--- src/design/pfm_pkg.sv ---
// pfm_pkg: fault codes, timing constants and types for the positioner fault monitor.
// assumes a single 200 MHz system clock; no software-visible registers.
package pfm_pkg;
    localparam int unsigned UNIT_W        = 4;
    localparam int unsigned NUM_W         = 8;
    localparam logic [3:0]  UNIT_NUM      = 4'h2;
    localparam logic [7:0]  F_NONE        = 8'h00;
    localparam logic [7:0]  F_PAN_OVL     = 8'h01;
    localparam logic [7:0]  F_LTILT_STUCK = 8'h02;
    localparam logic [7:0]  F_RTILT_STUCK = 8'h03;
    localparam logic [7:0]  F_PAN_STUCK   = 8'h04;
    localparam logic [7:0]  F_COMM_TMO    = 8'h07;
    localparam logic [7:0]  F_COMM_BAD    = 8'h08;
    localparam logic [7:0]  F_LTILT_UP    = 8'h09;
    localparam logic [7:0]  F_LTILT_DN    = 8'h10;
    localparam logic [7:0]  F_RTILT_UP    = 8'h11;
    localparam logic [7:0]  F_RTILT_DN    = 8'h12;
    localparam logic [7:0]  F_PAN_RIGHT   = 8'h13;
    localparam logic [7:0]  F_PAN_LEFT    = 8'h14;
    localparam logic [7:0]  F_LTILT_OVL   = 8'h15;
    localparam logic [7:0]  F_RTILT_OVL   = 8'h16;

    localparam int unsigned CLK_MHZ       = 200;
    localparam int unsigned STUCK_MS      = 2000;
    localparam int unsigned COMM_TMO_MS   = 500;
    localparam int unsigned STUCK_CYC     = STUCK_MS * CLK_MHZ * 1000;
    localparam int unsigned COMM_TMO_CYC  = COMM_TMO_MS * CLK_MHZ * 1000;
    localparam int unsigned CNT_W         = 32;

    typedef enum logic [1:0] {
        PFM_RUN   = 2'b00,
        PFM_FAULT = 2'b01
    } pfm_state_t;
endpackage : pfm_pkg

--- src/design/pfm_axis_mon.sv ---
// pfm_axis_mon: one photosensor pair with its motor command; flags overlap,
// stuck motion and wrong-order limits. inputs are already synchronised.
`timescale 1ns/1ps
module pfm_axis_mon
    import pfm_pkg::*;
#(
    parameter int unsigned STUCK_CYCLES = STUCK_CYC
) (
    input  wire logic sys_clk,
    input  wire logic rst_n,
    input  wire logic sens_a,
    input  wire logic sens_b,
    input  wire logic motor_on,
    output logic      overlap,
    output logic      stuck,
    output logic      b_first,
    output logic      a_first
);
    typedef struct packed {
        logic             a;
        logic             b;
        logic [CNT_W-1:0] cnt;
        logic             ovl;
        logic             stk;
        logic             bf;
        logic             af;
    } pfm_ax_t;

    pfm_ax_t st_q;
    pfm_ax_t st_d;

    always_comb begin
        st_d     = st_q;
        st_d.a   = sens_a;
        st_d.b   = sens_b;
        st_d.ovl = sens_a && sens_b;
        // a sensor that becomes blocked while its partner stays clear marks order
        st_d.bf  = sens_b && !st_q.b && !sens_a && !st_q.a;
        st_d.af  = sens_a && !st_q.a && !sens_b && !st_q.b;
        st_d.stk = 1'b0;
        if (!motor_on || sens_a != st_q.a || sens_b != st_q.b) begin
            st_d.cnt = '0;
        end else if (st_q.cnt >= STUCK_CYCLES - 1) begin
            st_d.stk = 1'b1;
        end else begin
            st_d.cnt = st_q.cnt + CNT_W'(1);
        end
    end

    always_ff @(posedge sys_clk or negedge rst_n) begin
        if (!rst_n) begin
            st_q <= '0;
        end else begin
            st_q <= st_d;
        end
    end

    assign overlap = st_q.ovl;
    assign stuck   = st_q.stk;
    assign b_first = st_q.bf;
    assign a_first = st_q.af;
endmodule : pfm_axis_mon

--- src/design/pfm_fault_mon.sv ---
// pfm_fault_mon: fault supervisor of the positioner board; latches the first
// fault as unit,number and stops all motion. pins are asynchronous.
// Operation
// - every reported code names unit two in its first field
// - both pan sensors blocked gives 2,01
// - left tilt commanded for stuck interval, no sensor change gives 2,02
// - right tilt commanded for stuck interval, no sensor change gives 2,03
// - pan commanded for stuck interval, no sensor change gives 2,04
// - no positioner transmission within timeout gives 2,07
// - invalid positioner message gives 2,08
// - left tilt down blocked before up gives 2,09
// - left tilt up blocked before down gives 2,10
// - right tilt down blocked before up gives 2,11
// - right tilt up blocked before down gives 2,12
// - left pan blocked before right gives 2,13
// - right pan blocked before left gives 2,14
// - both left tilt sensors blocked gives 2,15
// - both right tilt sensors blocked gives 2,16
// - code is one digit board number plus two digit fault number
// - any fault stops all motion and holds until power loss
`timescale 1ns/1ps
module pfm_fault_mon
    import pfm_pkg::*;
#(
    parameter int unsigned STUCK_CYCLES = STUCK_CYC,
    parameter int unsigned COMM_CYCLES  = COMM_TMO_CYC
) (
    input  wire logic                     sys_clk,
    input  wire logic                     rst_n,
    input  wire logic                     pan_left_blk,
    input  wire logic                     pan_right_blk,
    input  wire logic                     ltilt_up_blk,
    input  wire logic                     ltilt_dn_blk,
    input  wire logic                     rtilt_up_blk,
    input  wire logic                     rtilt_dn_blk,
    input  wire logic                     pan_cmd,
    input  wire logic                     ltilt_cmd,
    input  wire logic                     rtilt_cmd,
    input  wire logic                     link_activity,
    input  wire logic                     link_msg_bad,
    output logic                          motion_en,
    output logic                          fault_valid,
    output logic [pfm_pkg::UNIT_W-1:0]    fault_unit,
    output logic [pfm_pkg::NUM_W-1:0]     fault_num
);
    localparam int unsigned NPIN    = 11;
    // slots of the synchroniser vector; sensors pair up per axis from the bottom
    localparam int unsigned P_PAN_L = 0;
    localparam int unsigned P_PAN_R = 1;
    localparam int unsigned P_LT_UP = 2;
    localparam int unsigned P_LT_DN = 3;
    localparam int unsigned P_RT_UP = 4;
    localparam int unsigned P_RT_DN = 5;
    localparam int unsigned P_PAN_C = 6;
    localparam int unsigned P_LT_C  = 7;
    localparam int unsigned P_RT_C  = 8;
    localparam int unsigned P_ACT   = 9;
    localparam int unsigned P_BAD   = 10;
    localparam int unsigned NAX     = 3;
    localparam int unsigned AX_PAN  = 0;
    localparam int unsigned AX_LT   = 1;
    localparam int unsigned AX_RT   = 2;

    typedef struct packed {
        logic [NPIN-1:0]   s1;
        logic [NPIN-1:0]   s2;
        logic              act_q;
        logic              bad_q;
        logic [CNT_W-1:0]  tmo;
        pfm_state_t        fsm;
        logic              vld;
        logic [UNIT_W-1:0] unit;
        logic [NUM_W-1:0]  num;
        logic              men;
    } pfm_top_t;

    pfm_top_t st_q;
    pfm_top_t st_d;

    logic [NPIN-1:0]  pins;
    logic [NAX-1:0]   ovl;
    logic [NAX-1:0]   stk;
    logic [NAX-1:0]   bf;
    logic [NAX-1:0]   af;
    logic [NAX-1:0]   cmd_s;
    logic [NUM_W-1:0] det;

    assign pins[P_PAN_L] = pan_left_blk;
    assign pins[P_PAN_R] = pan_right_blk;
    assign pins[P_LT_UP] = ltilt_up_blk;
    assign pins[P_LT_DN] = ltilt_dn_blk;
    assign pins[P_RT_UP] = rtilt_up_blk;
    assign pins[P_RT_DN] = rtilt_dn_blk;
    assign pins[P_PAN_C] = pan_cmd;
    assign pins[P_LT_C]  = ltilt_cmd;
    assign pins[P_RT_C]  = rtilt_cmd;
    assign pins[P_ACT]   = link_activity;
    assign pins[P_BAD]   = link_msg_bad;
    // motors are gated off at the monitor so a halted motor cannot look stuck
    assign cmd_s = st_q.s2[P_PAN_C +: NAX] & {NAX{st_q.men}};

    // axis 0 pan (a=left,b=right), 1 left tilt (a=up,b=down), 2 right tilt
    genvar g;
    generate
        for (g = 0; g < NAX; g++) begin : g_axis
            pfm_axis_mon #(
                .STUCK_CYCLES (STUCK_CYCLES)
            ) u_axis (
                .sys_clk  (sys_clk),
                .rst_n    (rst_n),
                .sens_a   (st_q.s2[2*g]),
                .sens_b   (st_q.s2[2*g+1]),
                .motor_on (cmd_s[g]),
                .overlap  (ovl[g]),
                .stuck    (stk[g]),
                .b_first  (bf[g]),
                .a_first  (af[g])
            );
        end
    endgenerate

    // one flag per fault so each rule sits on a line of its own
    logic c_pan_ovl;
    logic c_lt_stuck;
    logic c_rt_stuck;
    logic c_pan_stuck;
    logic c_tmo;
    logic c_bad;
    logic c_lt_up;
    logic c_lt_dn;
    logic c_rt_up;
    logic c_rt_dn;
    logic c_pan_right;
    logic c_pan_left;
    logic c_lt_ovl;
    logic c_rt_ovl;

    assign c_pan_ovl   = ovl[AX_PAN];
    assign c_lt_stuck  = stk[AX_LT];
    assign c_rt_stuck  = stk[AX_RT];
    assign c_pan_stuck = stk[AX_PAN];
    // the silence counter saturates, so a dead link keeps this flag raised
    assign c_tmo       = st_q.tmo >= COMM_CYCLES - 1;
    assign c_bad       = st_q.bad_q;
    assign c_lt_up     = bf[AX_LT];
    assign c_lt_dn     = af[AX_LT];
    assign c_rt_up     = bf[AX_RT];
    assign c_rt_dn     = af[AX_RT];
    assign c_pan_right = af[AX_PAN];
    assign c_pan_left  = bf[AX_PAN];
    assign c_lt_ovl    = ovl[AX_LT];
    assign c_rt_ovl    = ovl[AX_RT];

    // fixed priority only breaks ties inside a single cycle
    always_comb begin
        det = F_NONE;
        if (c_pan_ovl)           det = F_PAN_OVL;
        else if (c_lt_stuck)     det = F_LTILT_STUCK;
        else if (c_rt_stuck)     det = F_RTILT_STUCK;
        else if (c_pan_stuck)    det = F_PAN_STUCK;
        else if (c_tmo)          det = F_COMM_TMO;
        else if (c_bad)          det = F_COMM_BAD;
        else if (c_lt_up)        det = F_LTILT_UP;
        else if (c_lt_dn)        det = F_LTILT_DN;
        else if (c_rt_up)        det = F_RTILT_UP;
        else if (c_rt_dn)        det = F_RTILT_DN;
        else if (c_pan_right)    det = F_PAN_RIGHT;
        else if (c_pan_left)     det = F_PAN_LEFT;
        else if (c_lt_ovl)       det = F_LTILT_OVL;
        else if (c_rt_ovl)       det = F_RTILT_OVL;
    end

    always_comb begin
        st_d       = st_q;
        st_d.s1    = pins;
        st_d.s2    = st_q.s1;
        st_d.act_q = st_q.s2[P_ACT];
        // a bad flag only counts while the link is actually sending
        st_d.bad_q = st_q.s2[P_BAD] && st_q.s2[P_ACT];
        // rising edge of activity restarts the silence counter
        if (st_q.s2[P_ACT] && !st_q.act_q) begin
            st_d.tmo = '0;
        end else if (st_q.tmo < COMM_CYCLES - 1) begin
            st_d.tmo = st_q.tmo + CNT_W'(1);
        end
        case (st_q.fsm)
            PFM_RUN: begin
                st_d.men = 1'b1;
                if (det != F_NONE) begin
                    st_d.vld  = 1'b1;
                    st_d.unit = UNIT_NUM;
                    st_d.num = det;
                    st_d.fsm = PFM_FAULT;
                    st_d.men = 1'b0;
                end
            end
            PFM_FAULT: begin
                st_d.men = 1'b0;
            end
            default: begin
                st_d.fsm  = PFM_FAULT;
                st_d.vld  = 1'b1;
                st_d.unit = UNIT_NUM;
                st_d.men = 1'b0;
            end
        endcase
    end

    always_ff @(posedge sys_clk or negedge rst_n) begin
        if (!rst_n) begin
            st_q <= '0;
        end else begin
            st_q <= st_d;
        end
    end

    assign motion_en   = st_q.men;
    // every output is a register so no decode glitch reaches the pins
    assign fault_valid = st_q.vld;
    assign fault_unit  = st_q.unit;
    assign fault_num   = st_q.num;
endmodule : pfm_fault_mon

--- config.mk ---
export PLATFORM = sky130hd
export DESIGN_NAME = pfm_fault_mon
export DESIGN_NICKNAME = d
export VERILOG_FILES = /design/src/design/pfm_pkg.sv /design/src/design/pfm_axis_mon.sv /design/src/design/pfm_fault_mon.sv
export SDC_FILE = /design/constraint.sdc
export NUM_CORES = 1
export LEC_CHECK = 0
export ABC_AREA = 1
export BUFFER_PORTS_ARGS = -buffer_cell sky130_fd_sc_hd__buf_2
export CAP_MARGIN = 20
export CORE_MARGIN = 2
export CORE_UTILIZATION = 59
export CTS_CLUSTER_SIZE = 40
export DETAILED_ROUTE_END_ITERATION = 8
export PLACE_DENSITY = 0.72
export SLEW_MARGIN = 5
export SYNTH_ARGS = -nofsm -noshare
export SYNTH_HDL_FRONTEND = slang
export SYNTH_HIERARCHICAL = 1
export SYNTH_SLANG_ARGS = --single-unit
--- constraint.sdc ---
create_clock -name sys_clk -period 4.72 [get_ports sys_clk]
set_clock_uncertainty 0.1 [all_clocks]
set_input_delay 0.708 -clock sys_clk [delete_from_list [all_inputs] [get_ports sys_clk]]
set_output_delay 0.708 -clock sys_clk [all_outputs]
set_load 0.02 [all_outputs]
==> reports/summary.txt, run 1 <==
Synth Flop Type = dfrtp_1
Residual DRC = 0
CTS Buf Count = 17
ant diodes = 0
Reg2Reg Setup Slack = 2310 ps
initial antenna violation count = 0
grt met3 use = 3.923%
postcts setup bufs = 0
grt met2 use = 41.59%
quantity of gates resized following cts = 0
overall global routing resource usage = 25.91%
GPL Wtd Cong = 0.9611
CP Max Fanout = 30
Setup crit end = g_axis[0].u_axis/st_q[30]$_DFFE_PN0P_
initial core utilization = 60.28%
synthesized area = 10870 um2
CTS tree = built
RSZ-0062 raised after global routing = false
Nets = 1586
Final Max Slew Viols = 0
Max-Slew Margin vs Limit = 42.38%
GRT Max-Usage Layer = met2
Synth Warn # = 6
Max Fclk = 0.4147 GHz
worst skew pair latency = 430 ps
DR vias/cell = 5.229
DR vias = 9439
Setup TNS Final = 0 ps
power share of the clock group = 45.0%
Pwr Total = 3.087 mW
I/O Pins = 27
Hold Crit Class = primary input to asynchronous set/reset pin
Int Power = 2.330 mW
global-route wire length before repair = 41.94 mm
Worst Path Required = 4930 ps
number of synthesized register bits = 177
Die Wd = 139.7 um
r2r startpoint = g_axis[0].u_axis/st_q[4]$_DFFE_PN0P_
register area share after synthesis = 40.76%
Worst IR Drop VDD = 0.2985 mV
port bufs = 20
# setup viols final = 0
asr flop ratio synth = 100.0%
overall die height = 139.7 um
global route overflow = 0
most frequent cells in the layout = nand2_1 (540), nor2_1 (283), dfrtp_1 (177), inv_1 (128), nand3_1 (124)
Post-synth EDFFs = 0
Worst Setup End Kind = flip-flop
Iteration-0 DRC Markers = 871
Cell Pwr Density = 266.1 nW/um2
Avg Cell Area, Syn = 6.969 um2
DIE AREA = 19520 um2
pin count of the biggest net entering global routing = 110
critical path class = flip-flop to flip-flop
# hold bufs at CTS = 0
Setup crit start kind = flip-flop
Final min period = 2411 ps
CP arrival = 2630 ps
Initial DRT Pass Iterations = 5
H-tree depth = 4
Max Cap Violations = 0
Max Root-Sink Buffers = 2
share of layout cells above drive strength 1 = 10.53%
M1 GR Usage = 37.13%
final wirelength = 24.08 mm
dpl hpwl = 17.02 mm
actual slew at the worst max-slew pin = 864.4 ps
Leak Pwr = 5.376 nW
CTS Sinks = 177
Root Buffer = clkbuf_16
NetSw = 0.7567 mW
cell row count = 49
Worst-path clk slew = 80 ps
Routed WL per cell = 13.34 um
CORE AREA = 18020 um2
sequential power share = 50.9%
status = finished clean
combinational power share = 4.2%
vias in the first global route = 8712
area grow syn2layout = 6.771%
Min Hold Slack = 258.5 ps
Yosys cell types = 40
final hold violations = 0
worst reg2reg endpoint = g_axis[0].u_axis/st_q[30]$_DFFE_PN0P_
Worst Reg-to-Reg Cells = 12
Routed Antenna Nets = 0
most common cell after layout, fill and taps aside = nand2_1
switching share of power = 24.52%
cell count after synthesis = 1559
Worst Setup SP = g_axis[0].u_axis/st_q[4]$_DFFE_PN0P_
period utilization = 51.09%
## per-layer routing
| metal | up-vias | part of all wire, % |
|---|---|---|
| met2 | 233 | 46 |
| met4 | 0 | 1.3 |
| met3 | 29 | 4.4 |
| met5 | - | 0 |
| li1 | 4842 | - |
| met1 | 4335 | 48 |
## how the worst min path moves through the flow
stage                             startpoint              endpoint  slack (ps)  cells past startpoint
after floorplan           st_d[59]$_DFF_PN0_    st_d[49]$_DFF_PN0_         230                      0
after global placement    st_d[60]$_DFF_PN0_    st_q[60]$_DFF_PN0_         230                      0
after detailed placement  st_d[51]$_DFF_PN0_    st_q[51]$_DFF_PN0_         240                      0
after CTS                 st_d[51]$_DFF_PN0_    st_q[51]$_DFF_PN0_         260                      0
after global routing               ltilt_cmd    st_d[57]$_DFF_PN0_         260                      1
final                                  rst_n  st_q[26]$_DFFE_PN0P_         260                      1
## sequential cells by signal, summed over array words and instances (netlist names), 3 cells and up
register / cells
g_axis.u_axis/stuck: 3
g_axis.u_axis/b_first: 3
fault_num: 5
g_axis.u_axis/a_first: 3
st_q: 44
g_axis.u_axis/overlap: 3
g_axis.u_axis/st_q: 102
st_d: 12
## power groups by stage
stage | registers (mW) | clock network, mW | logic [mW]
after floorplan | 1.59 | 0 | 0.0880
after global placement | 1.60 | 0 | 0.129
after detailed placement | 1.60 | 0 | 0.133
after CTS | 1.57 | 1.41 | 0.133
after global routing | 1.57 | 1.48 | 0.152
final | 1.57 | 1.39 | 0.129
## area by class of cell
cell class              instances  area, um2
clock buffers                  17      425.4
multi-input cells            1191       5575
repair buffers                 30      183.9
fillers                      1702       6424
inverters                     146      551.8
clock inverters                15      148.9
flip-flops and latches        177       4429
well taps                     229      286.5
## worst max-delay path: stages, from the launching register on
cell and delay, ps:
dfrtp_1 450, ha_1 310, inv_2 80, nor2_4 200
nand2_4 90, clkinv_2 70, nand2_2 50, nand2_2 70
nand2_4 70, nand2_4 310, nand2_4 280, nand2_1 140
nand2_1 60
## stage by stage
step	instances	area, um2	worst slack (ps)	util (%)
after global routing	1805	11600	2079	64.36
final	1805	11600	2309	64.36
after global placement	1773	11030	2329	61.18
after floorplan	1564	10880	2867	-
after CTS	1805	11600	2299	64.36
after detailed placement	1773	11030	2292	61.18
## synthesized netlist by cell type (12+ instances only)
cell	number	share of area [%]
nand2_2	12	0.69
buf_2	13	0.60
nor2_1	283	9.8
nor2_2	19	1.1
o21ai_0	22	1.0
dfrtp_1	177	41
xor2_1	23	1.9
a21oi_1	14	0.64
nand3_1	124	5.7
nand3_2	33	3.0
nand2_4	14	1.5
clkbuf_1	18	0.62
xnor2_1	19	1.5
buf_4	12	0.83
inv_1	128	4.4
nor3_1	25	1.2
inv_2	12	0.41
nand4_1	19	1.1
nand2_1	540	19
## kinds of logic after synthesis
family / after synthesis / synth area share (%)
other cells: 1 / 0.03451
xor+xnor: 42 / 3.386
buf+inv: 196 / 8.095
flops: 177 / 40.76
fa+ha+maj: 10 / 1.152
compound gates: 46 / 2.315
simple gates: 1087 / 44.25
(Power assumes the default switching activity.)
==> inputs of run 2 (changes only) <==
Clock period 4.72 ns to 2.55 ns, I/O delays scaled along.
==> run 2 against run 1 <==
  * Core utilization is 1.5 points higher
  * Die area stayed put
  * First-iteration DRC count is 12% lower
  * Largest cell class unchanged
  * Register-to-register slack worse by 2000 ps
  * Combinational power is 100% higher
  * Routed wire length is 0.11% higher
==> reports/summary.txt, run 2 (synthesized netlist as in run 1, its figures left out) <==
CP Max Fanout = 27 (-10%)
Int Power = 4.535 mW (+95%)
most frequent cells in the layout = nand2_1 (540), nor2_1 (283), dfrtp_1 (177), inv_1 (128), nand3_1 (124)
Reg2Reg Setup Slack = 310 ps (-1990 ps)
global route overflow = 0 (unchanged)
switching share of power = 23.85% (-0.66 points)
critical path class = flip-flop to flip-flop
actual slew at the worst max-slew pin = 508.6 ps (-355.7 ps)
area grow syn2layout = 9.213%
min-delay src = st_d[50]$_DFF_PN0_
DIE AREA = 19520 um2 (unchanged)
Worst-path clk slew = 70 ps (about the same)
combinational power share = 4.4% (+0.2 points)
Hold Crit Class = flip-flop to flip-flop
Worst Slack Setup Final = 314.2 ps (-1995 ps)
initial core utilization = 60.28% (unchanged)
overall die height = 139.7 um (unchanged)
Max Fclk = 0.4473 GHz (+7.8%)
DR vias/cell = 5.188 (-0.78%)
cell depth of the worst min-delay path = 0
most common cell after layout, fill and taps aside = nand2_1
Worst Reg-to-Reg Cells = 12 (unchanged)
sequential power share = 48.8% (-2.1 points)
NetSw = 1.420 mW (+88%)
final wirelength = 24.10 mm (+0.11%)
Final Max Slew Viols = 0 (unchanged)
Worst IR Drop VDD = 0.6534 mV (+120%)
worst skew pair latency = 430 ps (about the same)
Iteration-0 DRC Markers = 766 (-12%)
Max Root-Sink Buffers = 2 (unchanged)
port bufs = 20 (unchanged)
Setup TNS Final = 0 ps (unchanged)
Root Buffer = clkbuf_16
RSZ-0062 raised after global routing = false
period utilization = 87.68% (+37 points)
pin count of the biggest net entering global routing = 60 (-45%)
I/O Pins = 27 (unchanged)
Initial DRT Pass Iterations = 6 (+1)
vias in the first global route = 8613 (-1.1%)
final hold violations = 0 (unchanged)
placed insts = 1782 (+0.51%)
cell row count = 49 (unchanged)
Residual DRC = 0 (unchanged)
Hold EP = st_q[50]$_DFF_PN0_
max FFs per register = 102 (unchanged)
H-tree depth = 4 (unchanged)
# setup viols final = 0 (unchanged)
Max-Slew Margin vs Limit = 66.09% (+24 points)
worst reg2reg endpoint = g_axis[0].u_axis/st_q[24]$_DFFE_PN0P_
Leak Pwr = 5.512 nW (+2.5%)
share of layout cells above drive strength 1 = 10.96% (+0.43 points)
global-route wire length before repair = 40.92 mm (-2.4%)
postcts setup bufs = 0 (unchanged)
Cell Pwr Density = 501.9 nW/um2 (+89%)
Worst Setup End Kind = flip-flop
r2r startpoint = g_axis[0].u_axis/st_q[4]$_DFFE_PN0P_
quantity of gates resized following cts = 0 (unchanged)
Max Cap Violations = 0 (unchanged)
Final min period = 2236 ps (-175.5 ps)
Setup WS pre-CTS = 299.2 ps (-1993 ps)
dpl hpwl = 17.23 mm (+1.3%)
CORE AREA = 18020 um2 (unchanged)
status = finished clean
DR vias = 9474 (+0.37%)
CP arrival = 2450 ps (-180 ps)
initial antenna violation count = 0 (unchanged)
Routed WL per cell = 13.20 um (-1.0%)
CTS Sinks = 177 (unchanged)
Setup crit start kind = flip-flop
Routed Antenna Nets = 0 (unchanged)
Worst Setup SP = g_axis[0].u_axis/st_q[4]$_DFFE_PN0P_
power share of the clock group = 46.8% (+1.8 points)
ant diodes = 0 (unchanged)
Layout Utilization = 65.83% (+1.5 points)
CTS tree = built
overall global routing resource usage = 25.29% (-0.62 points)
GPL Wtd Cong = 0.9377 (-2.4%)
Post-Layout Cell Count = 1826 (+1.2%)
Worst Path Required = 2770 ps (-2160 ps)
Die Wd = 139.7 um (unchanged)
Most flops, register = g_axis.u_axis/st_q
Nets = 1607 (+1.3%)
CTS Buf Count = 17 (unchanged)
run 2: power by group through the flow:
stage | clock network [mW] | logic (mW) | registers [mW]
after CTS | 2.84 | 0.269 | 2.91
after floorplan | 0 | 0.163 | 2.95
after detailed placement | 0 | 0.254 | 2.96
after global routing | 2.97 | 0.309 | 2.91
final | 2.79 | 0.263 | 2.91
after global placement | 0 | 0.247 | 2.96
run 2: how the worst max path moves through the flow:
stage / to / slack [ps]
after detailed placement: g_axis[0].u_axis/st_q[26]$_DFFE_PN0P_ / 300
after floorplan: fault_num[1]$_DFFE_PN0P_ / 700
after CTS: g_axis[0].u_axis/st_q[22]$_DFFE_PN0P_ / 310
after global routing: st_q[27]$_DFFE_PN0P_ / 110
after global placement: g_axis[2].u_axis/st_q[25]$_DFFE_PN0P_ / 410
final: g_axis[0].u_axis/st_q[24]$_DFFE_PN0P_ / 310
run 2: per-layer routing:
metal	routed length (um)	share of wire, %	track usage, %	vias to the layer above
li1	-	-	-	4879
met1	11460	48	36.28	4288
met2	11120	46	40.87	272
met3	1151	4.8	3.407	35
met4	374	1.6	6.421	0
met5	0	0	0	-
run 2: what timing repair did:
item                                    in CTS  in global routing
hold buffers                                12                  0
endpoints found under the setup margin       0                  0
hold endpoints to repair                    66                  0
run 2: stage by stage:
stage	hold slack (ps)	area, um2	total power [mW]
after floorplan	-13.09	10880	3.113
after global placement	232.3	11120	3.206
after detailed placement	234.7	11120	3.216
after CTS	251.6	11870	6.018
after global routing	259.1	11870	6.191
final	249.7	11870	5.955
run 2: area by class of cell:
class	count	area [um2]
Fill cell	1631	6158
Multi-Input combinational cell	1191	5575
Sequential cell	177	4429
Inverter	146	551.8
Clock buffer	17	425.4
Timing Repair Buffer	51	396.6
Tap cell	229	286.5
Clock inverter	15	201.4
run 2: worst max-delay path, stage by stage, from the launching register on:
cell      delay [ps]
dfrtp_1          450
ha_1             310
inv_2             80
nor2_4           170
nand2_4           80
clkinv_2          60
nand2_2           40
nand2_2           70
nand2_4           70
nand2_4          220
nand2_4          250
nand2_1          140
nand2_1           60
